`config.mk`:
```
export PLATFORM = sky130hd
export DESIGN_NAME = hbch_config_header
export DESIGN_NICKNAME = d
export VERILOG_FILES = /design/src/hbch_pkg.sv /design/src/hbch_sticky_flags.sv /design/src/hbch_serr_msg.sv /design/src/hbch_config_header.sv
export SDC_FILE = /design/constraint.sdc
export NUM_CORES = 1
export LEC_CHECK = 0
export ABC_AREA = 1
export BUFFER_PORTS_ARGS = -buffer_cell sky130_fd_sc_hd__buf_2
export CAP_MARGIN = 5
export CORE_UTILIZATION = 36
export CTS_BUF_LIST = sky130_fd_sc_hd__clkbuf_8
export DETAILED_ROUTE_END_ITERATION = 10
export PLACE_DENSITY_LB_ADDON = 0.12
export SYNTH_ARGS = -nofsm -noshare
export SYNTH_HDL_FRONTEND = slang
export SYNTH_SLANG_ARGS = --single-unit
export TNS_END_PERCENT = 50
```
`constraint.sdc`:
```
create_clock -name sys_clk -period 0.8 [get_ports sys_clk]
set_input_delay 0.04 -clock sys_clk [delete_from_list [all_inputs] [get_ports sys_clk]]
set_output_delay 0.04 -clock sys_clk [all_outputs]
set_load 0.01 [all_outputs]
```
`src/hbch_pkg.sv`:
```
// constants for the host bridge configuration header
package hbch_pkg;
   // dword indices of the configuration port (byte offset = 4 * index)
   localparam logic [5:0] DW_CMD_STS = 6'h01;
   localparam logic [5:0] DW_CLASS = 6'h02;
   localparam logic [5:0] DW_HDR = 6'h03;
   localparam logic [5:0] DW_CAP = 6'h0d;
   // byte offsets as printed
   localparam logic [7:0] OFS_STATUS = 8'h06;
   localparam logic [7:0] OFS_REVISION = 8'h08;
   localparam logic [7:0] OFS_SUB_CLASS = 8'h0a;
   localparam logic [7:0] OFS_BASE_CLASS = 8'h0b;
   localparam logic [7:0] OFS_LATENCY = 8'h0d;
   localparam logic [7:0] OFS_HEADER = 8'h0e;
   localparam logic [7:0] OFS_CAP_PTR = 8'h34;
   // status and command field positions
   localparam int STS_PARITY_ERR = 15;
   localparam int STS_SYS_ERR = 14;
   localparam int STS_MASTER_ABORT = 13;
   localparam int STS_TARGET_ABORT = 12;
   localparam int STS_TGT_ABORT_SIG = 11;
   localparam int STS_SEL_TIMING_HI = 10;
   localparam int STS_SEL_TIMING_LO = 9;
   localparam int STS_DATA_PARITY = 8;
   localparam int STS_BACK_TO_BACK = 7;
   localparam int STS_CAP_LIST = 4;
   localparam int CMD_SERR_ENABLE = 8;
   // reset and fixed values
   localparam logic [15:0] STS_RESET = 16'h0090;
   localparam logic [15:0] CMD_RESET = 16'h0006;
   localparam logic [1:0] SEL_TIMING_FAST = 2'h0;
   localparam logic [7:0] SUB_CLASS_VAL = 8'h00;
   localparam logic [7:0] BASE_CLASS_VAL = 8'h06;
   localparam logic [7:0] LATENCY_VAL = 8'h00;
   localparam logic [7:0] HEADER_VAL = 8'h00;
   localparam logic [7:0] CAP_PTR_VAL = 8'h88;
   // arbitrary neutral revision code
   localparam logic [7:0] REVISION_VAL = 8'h5a;
   // flag vector order inside the sticky module
   localparam int FLG_SYS_ERR = 2;
   localparam int FLG_MASTER_ABORT = 1;
   localparam int FLG_TARGET_ABORT = 0;
endpackage : hbch_pkg

```
`src/hbch_sticky_flags.sv`:
```
// sticky write-one-to-clear status flags, set wins over clear
`timescale 1ns/1ps
module hbch_sticky_flags
   import hbch_pkg::*;
(
   // clock and reset
   input wire logic sys_clk,
   input wire logic rst,
   // events and clears
   input wire logic [2:0] setPulse,
   input wire logic [2:0] clrMask,
   // flag state
   output logic [2:0] flags
);
   logic [2:0] flags_reg;
   logic [2:0] flags_next;

   // an event in the clearing cycle must survive
   assign flags_next = (flags_reg & ~clrMask) | setPulse;
   assign flags = flags_reg;

   always_ff @(posedge sys_clk or posedge rst)
   begin
      if (rst)
      begin
         flags_reg <= 3'h0;
      end
      else
      begin
         flags_reg <= flags_next;
      end
   end
endmodule : hbch_sticky_flags

```
`src/hbch_serr_msg.sv`:
```
// error message generator toward the hub interface
`timescale 1ns/1ps
module hbch_serr_msg
   import hbch_pkg::*;
(
   // clock and reset
   input wire logic sys_clk,
   input wire logic rst,
   // error source and enable
   input wire logic errCondition,
   input wire logic serrEnable,
   // message out
   output logic serrMsg
);
   logic serrMsg_reg;
   logic serrMsg_next;

   // only enabled conditions become messages
   assign serrMsg_next = errCondition & serrEnable;
   assign serrMsg = serrMsg_reg;

   always_ff @(posedge sys_clk or posedge rst)
   begin
      if (rst)
      begin
         serrMsg_reg <= 1'b0;
      end
      else
      begin
         serrMsg_reg <= serrMsg_next;
      end
   end
endmodule : hbch_serr_msg

```
`src/hbch_config_header.sv`:
```
// identification and status part of the host bridge configuration header
`timescale 1ns/1ps
module hbch_config_header
   import hbch_pkg::*;
(
   // clock and reset
   input wire logic sys_clk,
   input wire logic rst,
   // configuration access port, dword addressed
   input wire logic cfgRd,
   input wire logic cfgWr,
   input wire logic [5:0] cfgDwAddr,
   input wire logic [3:0] cfgByteEn,
   input wire logic [31:0] cfgWrData,
   output logic [31:0] cfgRdData,
   output logic cfgRdValid,
   // hub interface events
   input wire logic errCondition,
   input wire logic masterAbortCpl,
   input wire logic targetAbortCpl,
   output logic serrMsgReq,
   // state view
   output logic serrEnableOut
);
   ////////////////////////////////////////////////////////////////////////////
   // decode helpers

   // a write that reaches one byte lane of one dword
   function automatic logic laneWrite(input logic wr, input logic [5:0] addr,
                                      input logic [5:0] dw, input logic [3:0] be,
                                      input int lane);
      laneWrite = wr && (addr == dw) && be[lane];
   endfunction : laneWrite

   ////////////////////////////////////////////////////////////////////////////
   // storage

   logic serrEnable_reg;
   logic serrEnable_next;
   logic [31:0] rdData_reg;
   logic [31:0] rdData_next;
   logic rdValid_reg;
   logic [5:0] rdAddr_reg;
   logic [2:0] flags;
   logic [2:0] setPulse;
   logic [2:0] clrMask;
   logic serrMsg;

   ////////////////////////////////////////////////////////////////////////////
   // write decode

   wire cmdHiWrite = laneWrite(cfgWr, cfgDwAddr, DW_CMD_STS, cfgByteEn, 1);
   wire stsHiWrite = laneWrite(cfgWr, cfgDwAddr, DW_CMD_STS, cfgByteEn, 3);

   // only the enable bit of the command word is kept here
   assign serrEnable_next = cmdHiWrite ? cfgWrData[CMD_SERR_ENABLE] : serrEnable_reg;

   // status sits in the upper half of the dword; write of one clears
   assign clrMask[FLG_SYS_ERR] = stsHiWrite & cfgWrData[16 + STS_SYS_ERR];
   assign clrMask[FLG_MASTER_ABORT] = stsHiWrite & cfgWrData[16 + STS_MASTER_ABORT];
   assign clrMask[FLG_TARGET_ABORT] = stsHiWrite & cfgWrData[16 + STS_TARGET_ABORT];

   ////////////////////////////////////////////////////////////////////////////
   // event sources

   // flag tracks the message actually sent, not the raw condition
   assign setPulse[FLG_SYS_ERR] = serrMsg;
   assign setPulse[FLG_MASTER_ABORT] = masterAbortCpl;
   assign setPulse[FLG_TARGET_ABORT] = targetAbortCpl;

   hbch_serr_msg u_serr_msg (
      .sys_clk(sys_clk),
      .rst(rst),
      .errCondition(errCondition),
      .serrEnable(serrEnable_reg),
      .serrMsg(serrMsg)
   );

   hbch_sticky_flags u_flags (
      .sys_clk(sys_clk),
      .rst(rst),
      .setPulse(setPulse),
      .clrMask(clrMask),
      .flags(flags)
   );

   ////////////////////////////////////////////////////////////////////////////
   // read assembly

   wire [15:0] statusWord;
   wire [15:0] commandWord;
   wire [31:0] classWord;
   wire [31:0] headerWord;
   wire [31:0] capWord;

   // hardwired bits never have storage, so writes cannot reach them
   assign statusWord = {
      1'b0,
      flags[FLG_SYS_ERR],
      flags[FLG_MASTER_ABORT],
      flags[FLG_TARGET_ABORT],
      1'b0,
      SEL_TIMING_FAST,
      1'b0,
      1'b1,
      2'h0,
      1'b1,
      4'h0
   };

   assign commandWord = {7'h00, serrEnable_reg, CMD_RESET[7:0]};

   assign classWord = {BASE_CLASS_VAL, SUB_CLASS_VAL, 8'h00, REVISION_VAL};

   // latency and header bytes are constants with no storage behind them
   assign headerWord = {8'h00, HEADER_VAL, LATENCY_VAL, 8'h00};

   assign capWord = {24'h000000, CAP_PTR_VAL};

   // unmapped dwords read as zero
   assign rdData_next = (cfgDwAddr == DW_CMD_STS) ? {statusWord, commandWord} :
                        (cfgDwAddr == DW_CLASS) ? classWord :
                        (cfgDwAddr == DW_HDR) ? headerWord :
                        (cfgDwAddr == DW_CAP) ? capWord :
                        32'h00000000;

   ////////////////////////////////////////////////////////////////////////////
   // registers

   always_ff @(posedge sys_clk or posedge rst)
   begin
      if (rst)
      begin
         serrEnable_reg <= CMD_RESET[CMD_SERR_ENABLE];
      end
      else
      begin
         serrEnable_reg <= serrEnable_next;
      end
   end

   always_ff @(posedge sys_clk or posedge rst)
   begin
      if (rst)
      begin
         rdData_reg <= 32'h00000000;
         rdValid_reg <= 1'b0;
         rdAddr_reg <= 6'h00;
      end
      else
      begin
         rdValid_reg <= cfgRd;
         if (cfgRd)
         begin
            rdData_reg <= rdData_next;
            rdAddr_reg <= cfgDwAddr;
         end
      end
   end

   // serrMsg comes from a flop inside the generator
   assign serrMsgReq = serrMsg;
   assign cfgRdData = rdData_reg;
   assign cfgRdValid = rdValid_reg;
   assign serrEnableOut = serrEnable_reg;

   wire stsRead = rdValid_reg && (rdAddr_reg == DW_CMD_STS);
   wire clsRead = rdValid_reg && (rdAddr_reg == DW_CLASS);
   wire hdrRead = rdValid_reg && (rdAddr_reg == DW_HDR);
endmodule : hbch_config_header

```
; ---- Word-level counts from Yosys, hierarchy flattened
; Cells that the tools add are included.
; Widths: inputs -> output; s select.
[op_classes]
addsub = 0
mul = 0
n_div = 0
magnitude_cmp = 0
n_eq_ne = 4
n_shift = 0
muxes = 4
bitwise_logic = 7
reduce_logical = 3
[ops]
columns = cell, n
row1 = $mux 31, 1
row2 = $mux 27, 1
row3 = $mux 8, 2
row4 = $eq 6x2->1 const B, 2
row5 = $eq 6x1->1 const B, 1
row6 = $eq 6x4->1 const B, 1
row7 = $and 1x1->1, 4
row8 = $and 3x3->3, 1
row9 = $logic_and 1x1->1, 3
row10 = $not 3->3, 1
row11 = $or 3x3->3, 1
[word_totals]
reg_bits = 38
latchBits = 0
ramBits = 0
romBits = 0
output_inout_bits = 35
elab_cells = 23
mem_count = 0

; ---- Logic depth before layout (Yosys ltp)
; Gate-level depths: netlist of run 1.
[depth]
word_depth = 7
mapped_depth = 7
ltp_nobuf = 7

; ---- Hierarchy
; A second synthesis of run 1 with hierarchy kept.
[unflattened]
hier_cells = 108
area_unflattened_um2 = 875.8
[by_module_without_submodules]
columns = mod, instances, cells_each, area_per_inst_um2
row1 = hbch_config_header, 1, 88, 715.7
row2 = hbch_sticky_flags, 1, 16, 123.9
row3 = hbch_serr_msg, 1, 4, 36.3

; ---- Worst setup path before layout of run 1
; OpenSTA, ideal clock, no wires.
[synth_path]
path_kind = input to register
start = input cfgDwAddr[5]
end = register u_flags.flags_reg[0] (netlist: u_flags.flags[0])
setup_ns = 0.116
arrival_time_ns = 0.586
setup_slack_ns = 0.098
path_stages = 6
n_path_buf = 0
path_cell_list = nor2_2 nand3_2 nor2_4 nand3_1 nand2_1 nand2_1
[synth_between]
elab_chain_cells = 7
[synth_rtl]
columns = element, line_no
row1 = from (decl), hbch_config_header.sv:12  ; input wire logic [5:0] cfgDwAddr,
row2 = $eq 6x1->1, hbch_config_header.sv:32  ; laneWrite = wr && (addr == dw) && be[lane];
row3 = $logic_and 1x1->1 (2 in series), hbch_config_header.sv:32
row4 = $and 1x1->1, hbch_config_header.sv:61  ; assign clrMask[FLG_TARGET_ABORT] = stsHiWrite & cfgWrData[16 + STS_TARGET_ABORT];
row5 = $not 3->3, hbch_sticky_flags.sv:19  ; assign flags_next = (flags_reg & ~clrMask) | setPulse;
row6 = $and 3x3->3, hbch_sticky_flags.sv:19
row7 = $or 3x3->3, hbch_sticky_flags.sv:19
row8 = net u_flags.flags_next[0], hbch_sticky_flags.sv:16  ; logic [2:0] flags_next;
row9 = to (signal assigned), hbch_sticky_flags.sv:30  ; flags_reg <= flags_next;
row10 = to (decl), hbch_sticky_flags.sv:15  ; logic [2:0] flags_reg;
; The timed path passes the listed nets, and every way through them passes these cells.
; A chain may end at the register's enable or synchronous reset.

==> reports/metrics.cfg, run 1 <==
[power]
irDropWorstVdd_v=0.00155
clkPwrFrac_pct=35.7
seqPwrFrac_pct=49.2
power_uw=1620
p_sw_share_pct=24.5
p_sw_uw=397
p_per_area_mw_per_mm2=1560
internal_power_uw=1230
combPwrFrac_pct=15.2
total_leakage_power_uw=0.000639

[route]
final_antenna_net_count=0
avgRoutedWirePerCell_um=8.25
drt_pre_antenna_iters=2
drtIter0Drc=3
post-route-drc-count=0
dr_total_vias=654
via_per_inst=3.96
wl_um=1360

[finish]
final_cell_mix=34 x buf_2, 25 x nand2_1, 18 x conb_1
nets=188
fin_cells=165
multi_input_area_um2=280
fill_cells=208
drive_gt1_share_pct=35.5
final-seq-area_um2=375
fin_util_pct=50.9
layout_commonest_cell=buf_2
n_antenna_cell=0
largest_reg_flops=9
syn_to_final_growth_pct=28.3

[worst_hold_path]
hold_end=serrEnableOut
min_from=cfgWrData[8]
hold_path_depth=3
hp-class=in2reg

[placed_design]
port_buffers=35
place_hpwl_um=1060
dp_cells=155
gp_congestion=0.789

[global_route]
antenna_found_initial=0
met2_usage_pct=20.1
grt_max_degree=16
grt_use_total_pct=11.9
met3_usage_pct=4.67
grt_pass1_vias=579
grt_pass1_wl_um=2240
grt-ovfl-total=0
gr-usage-met1_pct=14.8
grt_busiest_layer=met2

[sta]
setup-tns-final_ns=-0.196
finalSetupViolCount=8
holdWs_ns=0.0284
finClkSkew_ns=0.000370
finalMaxSlewViolations=0
finalCritPeriodShare_pct=104
rsz0062_at_grt=yes
fmax_mhz=1210
hold_violations=0
fin_crit_ns=0.828
setup_ws_ns=-0.0281

[setup_path]
crit_chain=buf_2
slowest_delay_ns=0.40
path_max_fanout=4
required_ns=0.76
reg2reg_slack_ns=0.04
cp-start-kind=flop
endpoint_kind=output pin
crit_family=flip-flops
crit_path_top_delay_cell=dfrtp_1
ff2ff_path_depth=3
path_buf_inv=1
arrival_ns=0.79
crit_type=reg2out
reg2reg_from=cfgRdData[26]
reg2reg_to=cfgRdData[26]

[yosys]
ys_types=14
synth_area_um2=810
ys_seq_area_share_pct=46.4
ys_warn_count=0
avgSynthCellArea_um2=8.43
netlist_instances=96
synth_seq_cells=15

[status]
violations=setup timing
outcome=complete, but fails checks

[floorplan]
die_h_um=49.4
ioPinCount=84
start_util_pct=39.6
core_area_mm2=0.00204
die_w_um=49.4
rows=16
dieArea_mm2=0.00244

[cts]
clockBufferDepth=2
cts_buffers=3
cts_tree=done
clock_latency_ns=0.24
clk_pin_slew_ns=0.06
root_buffer=clkbuf_8
h-tree-depth=1
clkSinkCount=15

[run]
cap_violations=0

through the flow:
stage | area [um2] | worst slack, ns
5_1_grt | 1040 | -0.0561
3_3_place_gp | 932 | -0.0629
4_1_cts | 1030 | -0.0334
2_1_floorplan | 873 | 0.0976
3_5_place_dp | 932 | -0.0817
6_report | 1040 | -0.0281
how the worst max path moves through the flow:
stage	startpoint	endpoint	cells past startpoint
floorplan	cfgDwAddr[5]	u_flags.flags[0]	6
global placement	cfgDwAddr[5]	u_flags.flags[1]	7
detailed placement	cfgDwAddr[5]	u_flags.flags[2]	7
CTS	cfgRdData[26]	cfgRdData[26]	1
global route	cfgRdData[26]	cfgRdData[4]	1
finish	cfgRdData[23]	cfgRdData[20]	1
power groups by stage:
stage / Combinational [uW] / Clock, uW / Sequential (uW)
after floorplan: 187 / 0 / 823
after global placement: 218 / 0 / 812
after detailed placement: 218 / 0 / 813
after CTS: 247 / 606 / 797
after global routing: 276 / 639 / 800
final: 246 / 579 / 797
area by class of cell:
class	instances	area share, %
tap	27	3.25
timing repair buffer	45	25.7
inverter	10	3.61
sequential	15	36.1
clock buffer	3	3.98
multi-input combinational	64	27.0
clock inverter	1	0.361
Yosys cell counts:
master / number / area, um2
conb_1: 1 / 3.75
nor2_2: 3 / 18.8
nand3_1: 8 / 40.0
a21oi_1: 1 / 5.00
nand4_1: 2 / 12.5
clkinv_1: 1 / 3.75
inv_1: 9 / 33.8
nand3_2: 1 / 10.0
nor2_1: 3 / 11.3
o21ai_0: 2 / 10.0
buf_4: 24 / 180
nand2_1: 25 / 93.8
nor2_4: 1 / 11.3
dfrtp_1: 15 / 375
worst reg2reg max path: stages, from the launching register on:
cell and delay, ns:
dfrtp_1 0.40, buf_4 0.14, nor2_1 0.07, nor2_1 0.05
what timing repair did:
action                                  4_1_cts  5_1_grt
hold buffers                                  4        0
endpoints found under the setup margin       13       16
buffers inserted                              2        0
endpoints found under the hold margin        18        0
resized for setup                             0        1
logic make-up (layout without fill, tap and decap cells):
logic type             after synthesis  after routing  synth area share [%]
AOI/OAI and AO/OA                    3              3                  1.85
buffers and inverters               34             59                  26.9
DFF                                 15             15                  46.4
other                                1             18                 0.463
and+or+nand+nor                     43             43                  24.4
metal layers:
metal  part of all wire [%]  vias up  wire length (um)
met5                      0        -                 0
met4                      0        0                 0
met3                    8.8        0               120
met2                     48       32               648
met1                     44      286               593
li1                       -      336                 -
Power figures use the tool's default switching activity.
==> run 2: changes to the inputs <==
--- a/config.mk
+++ b/config.mk
@@ -8,10 +8,12 @@
 export ABC_AREA = 1
 export BUFFER_PORTS_ARGS = -buffer_cell sky130_fd_sc_hd__buf_2
 export CAP_MARGIN = 5
-export CORE_UTILIZATION = 36
+export CORE_UTILIZATION = 38
 export CTS_BUF_LIST = sky130_fd_sc_hd__clkbuf_8
+export CTS_CLUSTER_DIAMETER = 50
 export DETAILED_ROUTE_END_ITERATION = 10
 export PLACE_DENSITY_LB_ADDON = 0.12
+export SKIP_LAST_GASP = 1
 export SYNTH_ARGS = -nofsm -noshare
 export SYNTH_HDL_FRONTEND = slang
 export SYNTH_SLANG_ARGS = --single-unit
==> constraint.sdc (replaced) <==
create_clock -name sys_clk -period 1 [get_ports sys_clk]
set_input_delay 0.05 -clock sys_clk [delete_from_list [all_inputs] [get_ports sys_clk]]
set_output_delay 0.05 -clock sys_clk [all_outputs]
set_load 0.01 [all_outputs]
==> run 2 against run 1 <==
Net effect: the run now ends clean; die area shrank 5.1%; flip-flop and latch count is the same; sequential share of layout area grew 1.3 points; global-route usage increased by 1.9 points; clock power down 19%; non-clock buffer count down 4; highest routed layer is now met4.
==> reports/metrics.cfg, run 2 (synthesis gave the netlist of run 1 again) <==
[setup_path]
crit_family=flip-flops
slowest_delay_ns=0.40
crit_path_top_delay_cell=dfrtp_1
crit_chain=buf_2
reg2reg_slack_ns=0.33
crit_type=reg2out
arrival_ns=0.79
endpoint_kind=output pin
path_max_fanout=4
required_ns=0.95
cp-start-kind=flop
path_buf_inv=1

[power]
p_per_area_mw_per_mm2=1290
clkPwrFrac_pct=36.4
irDropWorstVdd_v=0.000719
combPwrFrac_pct=14.1
seqPwrFrac_pct=49.5
p_sw_share_pct=25.0
internal_power_uw=969
power_uw=1290
p_sw_uw=323
total_leakage_power_uw=0.000619

[global_route]
grt_pass1_wl_um=2150
antenna_found_initial=0
grt_pass1_vias=553
grt_max_degree=16
grt-ovfl-total=0
grt_use_total_pct=13.8

[cts]
cts_tree=done
root_buffer=clkbuf_8
clkSinkCount=15
clock_latency_ns=0.24
cts_buffers=3
clockBufferDepth=2
h-tree-depth=1
clk_pin_slew_ns=0.06

[sta]
fin_crit_ns=0.844
holdWs_ns=0.0382
fmax_mhz=1190
finClkSkew_ns=0.000334
hold_violations=0
finalSetupViolCount=0
finalMaxSlewViolations=0
rsz0062_at_grt=no
setup-tns-final_ns=0
finalCritPeriodShare_pct=84.4

[route]
avgRoutedWirePerCell_um=8.62
post-route-drc-count=0
drtIter0Drc=12
via_per_inst=4.05
drt_pre_antenna_iters=4
wl_um=1390
dr_total_vias=652
final_antenna_net_count=0

[finish]
final_area_mm2=0.00100
nets=184
drive_gt1_share_pct=33.6
fill_cells=205
layout_commonest_cell=buf_2
fin_util_pct=50.6
syn_to_final_growth_pct=23.8
n_antenna_cell=0
final_cell_mix=35 x buf_2, 25 x nand2_1, 18 x conb_1
largest_reg_flops=9

[floorplan]
rows=16
start_util_pct=40.8
die_w_um=48.2
dieArea_mm2=0.00232
core_area_mm2=0.00198
die_h_um=48.2
ioPinCount=84

[run]
cap_violations=0

[status]
outcome=completed

[placed_design]
place_hpwl_um=1070
gp_congestion=0.717
placed_area_um2=917
port_buffers=35

[worst_hold_path]
hp-class=in2reg

==> run 2: cell count changes in the layout (fill, tap and decap cells not counted) <==
cell   previous run  this run
buf_2            34        35
buf_6             1         0
buf_4             6         2
==> run 2: what timing repair did <==
action / in CTS / in global routing
hold endpoints to repair: 18 / 0
gates resized for setup: 0 / 0
buffers inserted: 0 / 0
hold buffers: 4 / 0
==> run 2: layout make-up <==
cell class                      instances  area [um2]  area share, %
Tap cell                               27        33.8           3.37
Clock buffer                            3        41.3           4.12
Timing Repair Buffer                   41         230           23.0
Multi-Input combinational cell         64         280           28.0
Clock inverter                          1        3.75          0.375
Sequential cell                        15         375           37.5
Inverter                               10        37.5           3.75
==> run 2: per-stage QoR <==
stage,std cells,worst slack [ns]
after floorplan,113,0.288
after global placement,153,0.0882
after detailed placement,153,0.0634
after CTS,161,0.147
after global routing,161,0.0966
final,161,0.156
==> run 2: layer usage <==
layer	track usage, %	part of all wire, %
met2	21.1	49
met3	3.33	7.1
met1	17.0	43
met4	10.0	1.2
met5	0	0
==> run 2: final timing paths <==
check / from / end / cells after the start
setup / recovery: serrEnableOut / serrEnableOut / 1
hold / removal: cfgWrData[8] / serrEnableOut / 3
setup reg to reg: cfgRdData[23] / cfgRdData[23] / 2
hold reg to reg: u_serr_msg.serrMsg / u_flags.flags[2] / 2
max in group asynchronous: rst / cfgRdData[29] / 4
min in group asynchronous: rst / cfgRdData[8] / 4
==> run 2: power groups by stage <==
stage          combinational (uW)  clock [uW]  sequential, uW
2_1_floorplan                 150           0             658
4_1_cts                       184         482             640
3_5_place_dp                  171           0             650
5_1_grt                       211         510             642
3_3_place_gp                  169           0             650
6_report                      182         471             639
==> run 3: changes to the inputs <==
--- a/config.mk
+++ b/config.mk
@@ -8,7 +8,7 @@
 export ABC_AREA = 1
 export BUFFER_PORTS_ARGS = -buffer_cell sky130_fd_sc_hd__buf_2
 export CAP_MARGIN = 5
-export CORE_UTILIZATION = 38
+export CORE_UTILIZATION = 36
 export CTS_BUF_LIST = sky130_fd_sc_hd__clkbuf_8
 export CTS_CLUSTER_DIAMETER = 50
 export DETAILED_ROUTE_END_ITERATION = 10
==> constraint.sdc (replaced) <==
create_clock -name sys_clk -period 0.8 [get_ports sys_clk]
set_input_delay 0.04 -clock sys_clk [delete_from_list [all_inputs] [get_ports sys_clk]]
set_output_delay 0.04 -clock sys_clk [all_outputs]
set_load 0.01 [all_outputs]
==> run 3 against run 2 <==
Net effect: the flow now finishes with violations (setup timing); die area increased by 5.3%; combinational power increased by 35%; worst setup slack got worse by 0.18 ns; flip-flop and latch count stayed put; clock-buffer cell count unchanged; register-to-register slack got worse by 0.29 ns; cell count rose by 2.5%; via count grew 0.31%; largest power group unchanged; highest routed layer is now met3.
==> reports/metrics.cfg, run 3 (synthesis gave the netlist of run 1 again) <==
[status]
outcome=complete, but fails checks
violations=setup timing

[floorplan]
rows=16
die_w_um=49.4
die_h_um=49.4
dieArea_mm2=0.00244
ioPinCount=84
start_util_pct=39.6
core_area_mm2=0.00204

[sta]
finClkSkew_ns=0.000370
fmax_mhz=1210
setup_ws_ns=-0.0282
fin_crit_ns=0.828
setup-tns-final_ns=-0.197
finalMaxSlewViolations=0
rsz0062_at_grt=yes
finalSetupViolCount=8
holdWs_ns=0.0283
hold_violations=0
finalCritPeriodShare_pct=104

[setup_path]
path_max_fanout=4
path_buf_inv=1
reg2reg_slack_ns=0.04
reg2reg_to=cfgRdData[26]
startpoint=cfgRdData[23]
required_ns=0.76
ff2ff_path_depth=3
crit_type=reg2out
slowest_delay_ns=0.40
crit_chain=buf_2
reg2reg_from=cfgRdData[26]
cp-start-kind=flop
crit_family=flip-flops
crit_path_top_delay_cell=dfrtp_1
endpoint_kind=output pin
arrival_ns=0.79

[cts]
cts_tree=done
root_buffer=clkbuf_8
h-tree-depth=1
clkSinkCount=15
clockBufferDepth=2
clk_pin_slew_ns=0.06
clock_latency_ns=0.24
cts_buffers=3
cts_resized=0

[route]
via_per_inst=3.96
avgRoutedWirePerCell_um=8.22
post-route-drc-count=0
dr_total_vias=654
drtIter0Drc=3
drt_pre_antenna_iters=2
final_antenna_net_count=0
wl_um=1360

[power]
p_sw_share_pct=24.5
p_sw_uw=397
combPwrFrac_pct=15.1
total_leakage_power_uw=0.000639
internal_power_uw=1220
p_per_area_mw_per_mm2=1570
clkPwrFrac_pct=35.7
seqPwrFrac_pct=49.2
irDropWorstVdd_v=0.00155

[finish]
n_antenna_cell=0
syn_to_final_growth_pct=27.5
nets=188
largest_reg_flops=9
layout_commonest_cell=buf_2
fin_util_pct=50.6
fill_cells=210
drive_gt1_share_pct=35.5
final_cell_mix=35 x buf_2, 25 x nand2_1, 18 x conb_1

[worst_hold_path]
hold_path_depth=3
hp-class=in2reg
min_from=cfgWrData[8]
hold_end=serrEnableOut

[placed_design]
place_hpwl_um=1060
gp_congestion=0.789
port_buffers=35

[global_route]
grt_pass1_vias=579
grt-ovfl-total=0
grt_use_total_pct=11.9
grt_max_degree=16
grt_pass1_wl_um=2240
antenna_found_initial=0

[run]
cap_violations=0

[run 3: layout make-up]
| class | instances | area [um2] | share of cell area (%) |
|---|---|---|---|
| flip-flops and latches | 15 | 375 | 36.4 |
| clock buffers | 3 | 41.3 | 4.00 |
| repair buffers | 45 | 260 | 25.2 |
| multi-input cells | 64 | 280 | 27.2 |
| inverters | 10 | 37.5 | 3.64 |
| clock inverters | 1 | 3.75 | 0.364 |
| well taps | 27 | 33.8 | 3.27 |
[run 3: how the worst max path moves through the flow]
stage | end | slack, ns | depth (start not counted)
CTS | cfgRdData[26] | -0.03 | 1
global route | cfgRdData[4] | -0.06 | 1
floorplan | u_flags.flags[0] | 0.1 | 6
finish | cfgRdData[20] | -0.03 | 1
global placement | u_flags.flags[1] | -0.06 | 7
detailed placement | u_flags.flags[2] | -0.08 | 7
[run 3: power groups by stage]
stage / registers, uW / logic (uW) / clock network [uW]
6_report: 797 / 245 / 579
5_1_grt: 800 / 275 / 639
4_1_cts: 797 / 247 / 606
3_5_place_dp: 813 / 218 / 0
3_3_place_gp: 812 / 218 / 0
2_1_floorplan: 823 / 187 / 0
[run 3: layer usage]
layer	track usage, %	part of all wire (%)
met2	20.1	47
met3	4.67	8.8
met5	0	0
met1	14.8	44
met4	1.43	0
[run 3: what timing repair did]
| item | 4_1_cts | 5_1_grt |
|---|---|---|
| setup buffers | 2 | 0 |
| hold buffers | 4 | 0 |
| endpoints found under the hold margin | 18 | 0 |
| setup endpoints to repair | 13 | 16 |
[run 3: metrics by stage]
step	std cells	setup WS, ns	area, um2	total power, uW
detailed placement	155	-0.0817	932	1030
finish	165	-0.0282	1030	1620
CTS	165	-0.0334	1030	1650
floorplan	113	0.0976	873	1010
global route	165	-0.0561	1030	1710
global placement	155	-0.0629	932	1030
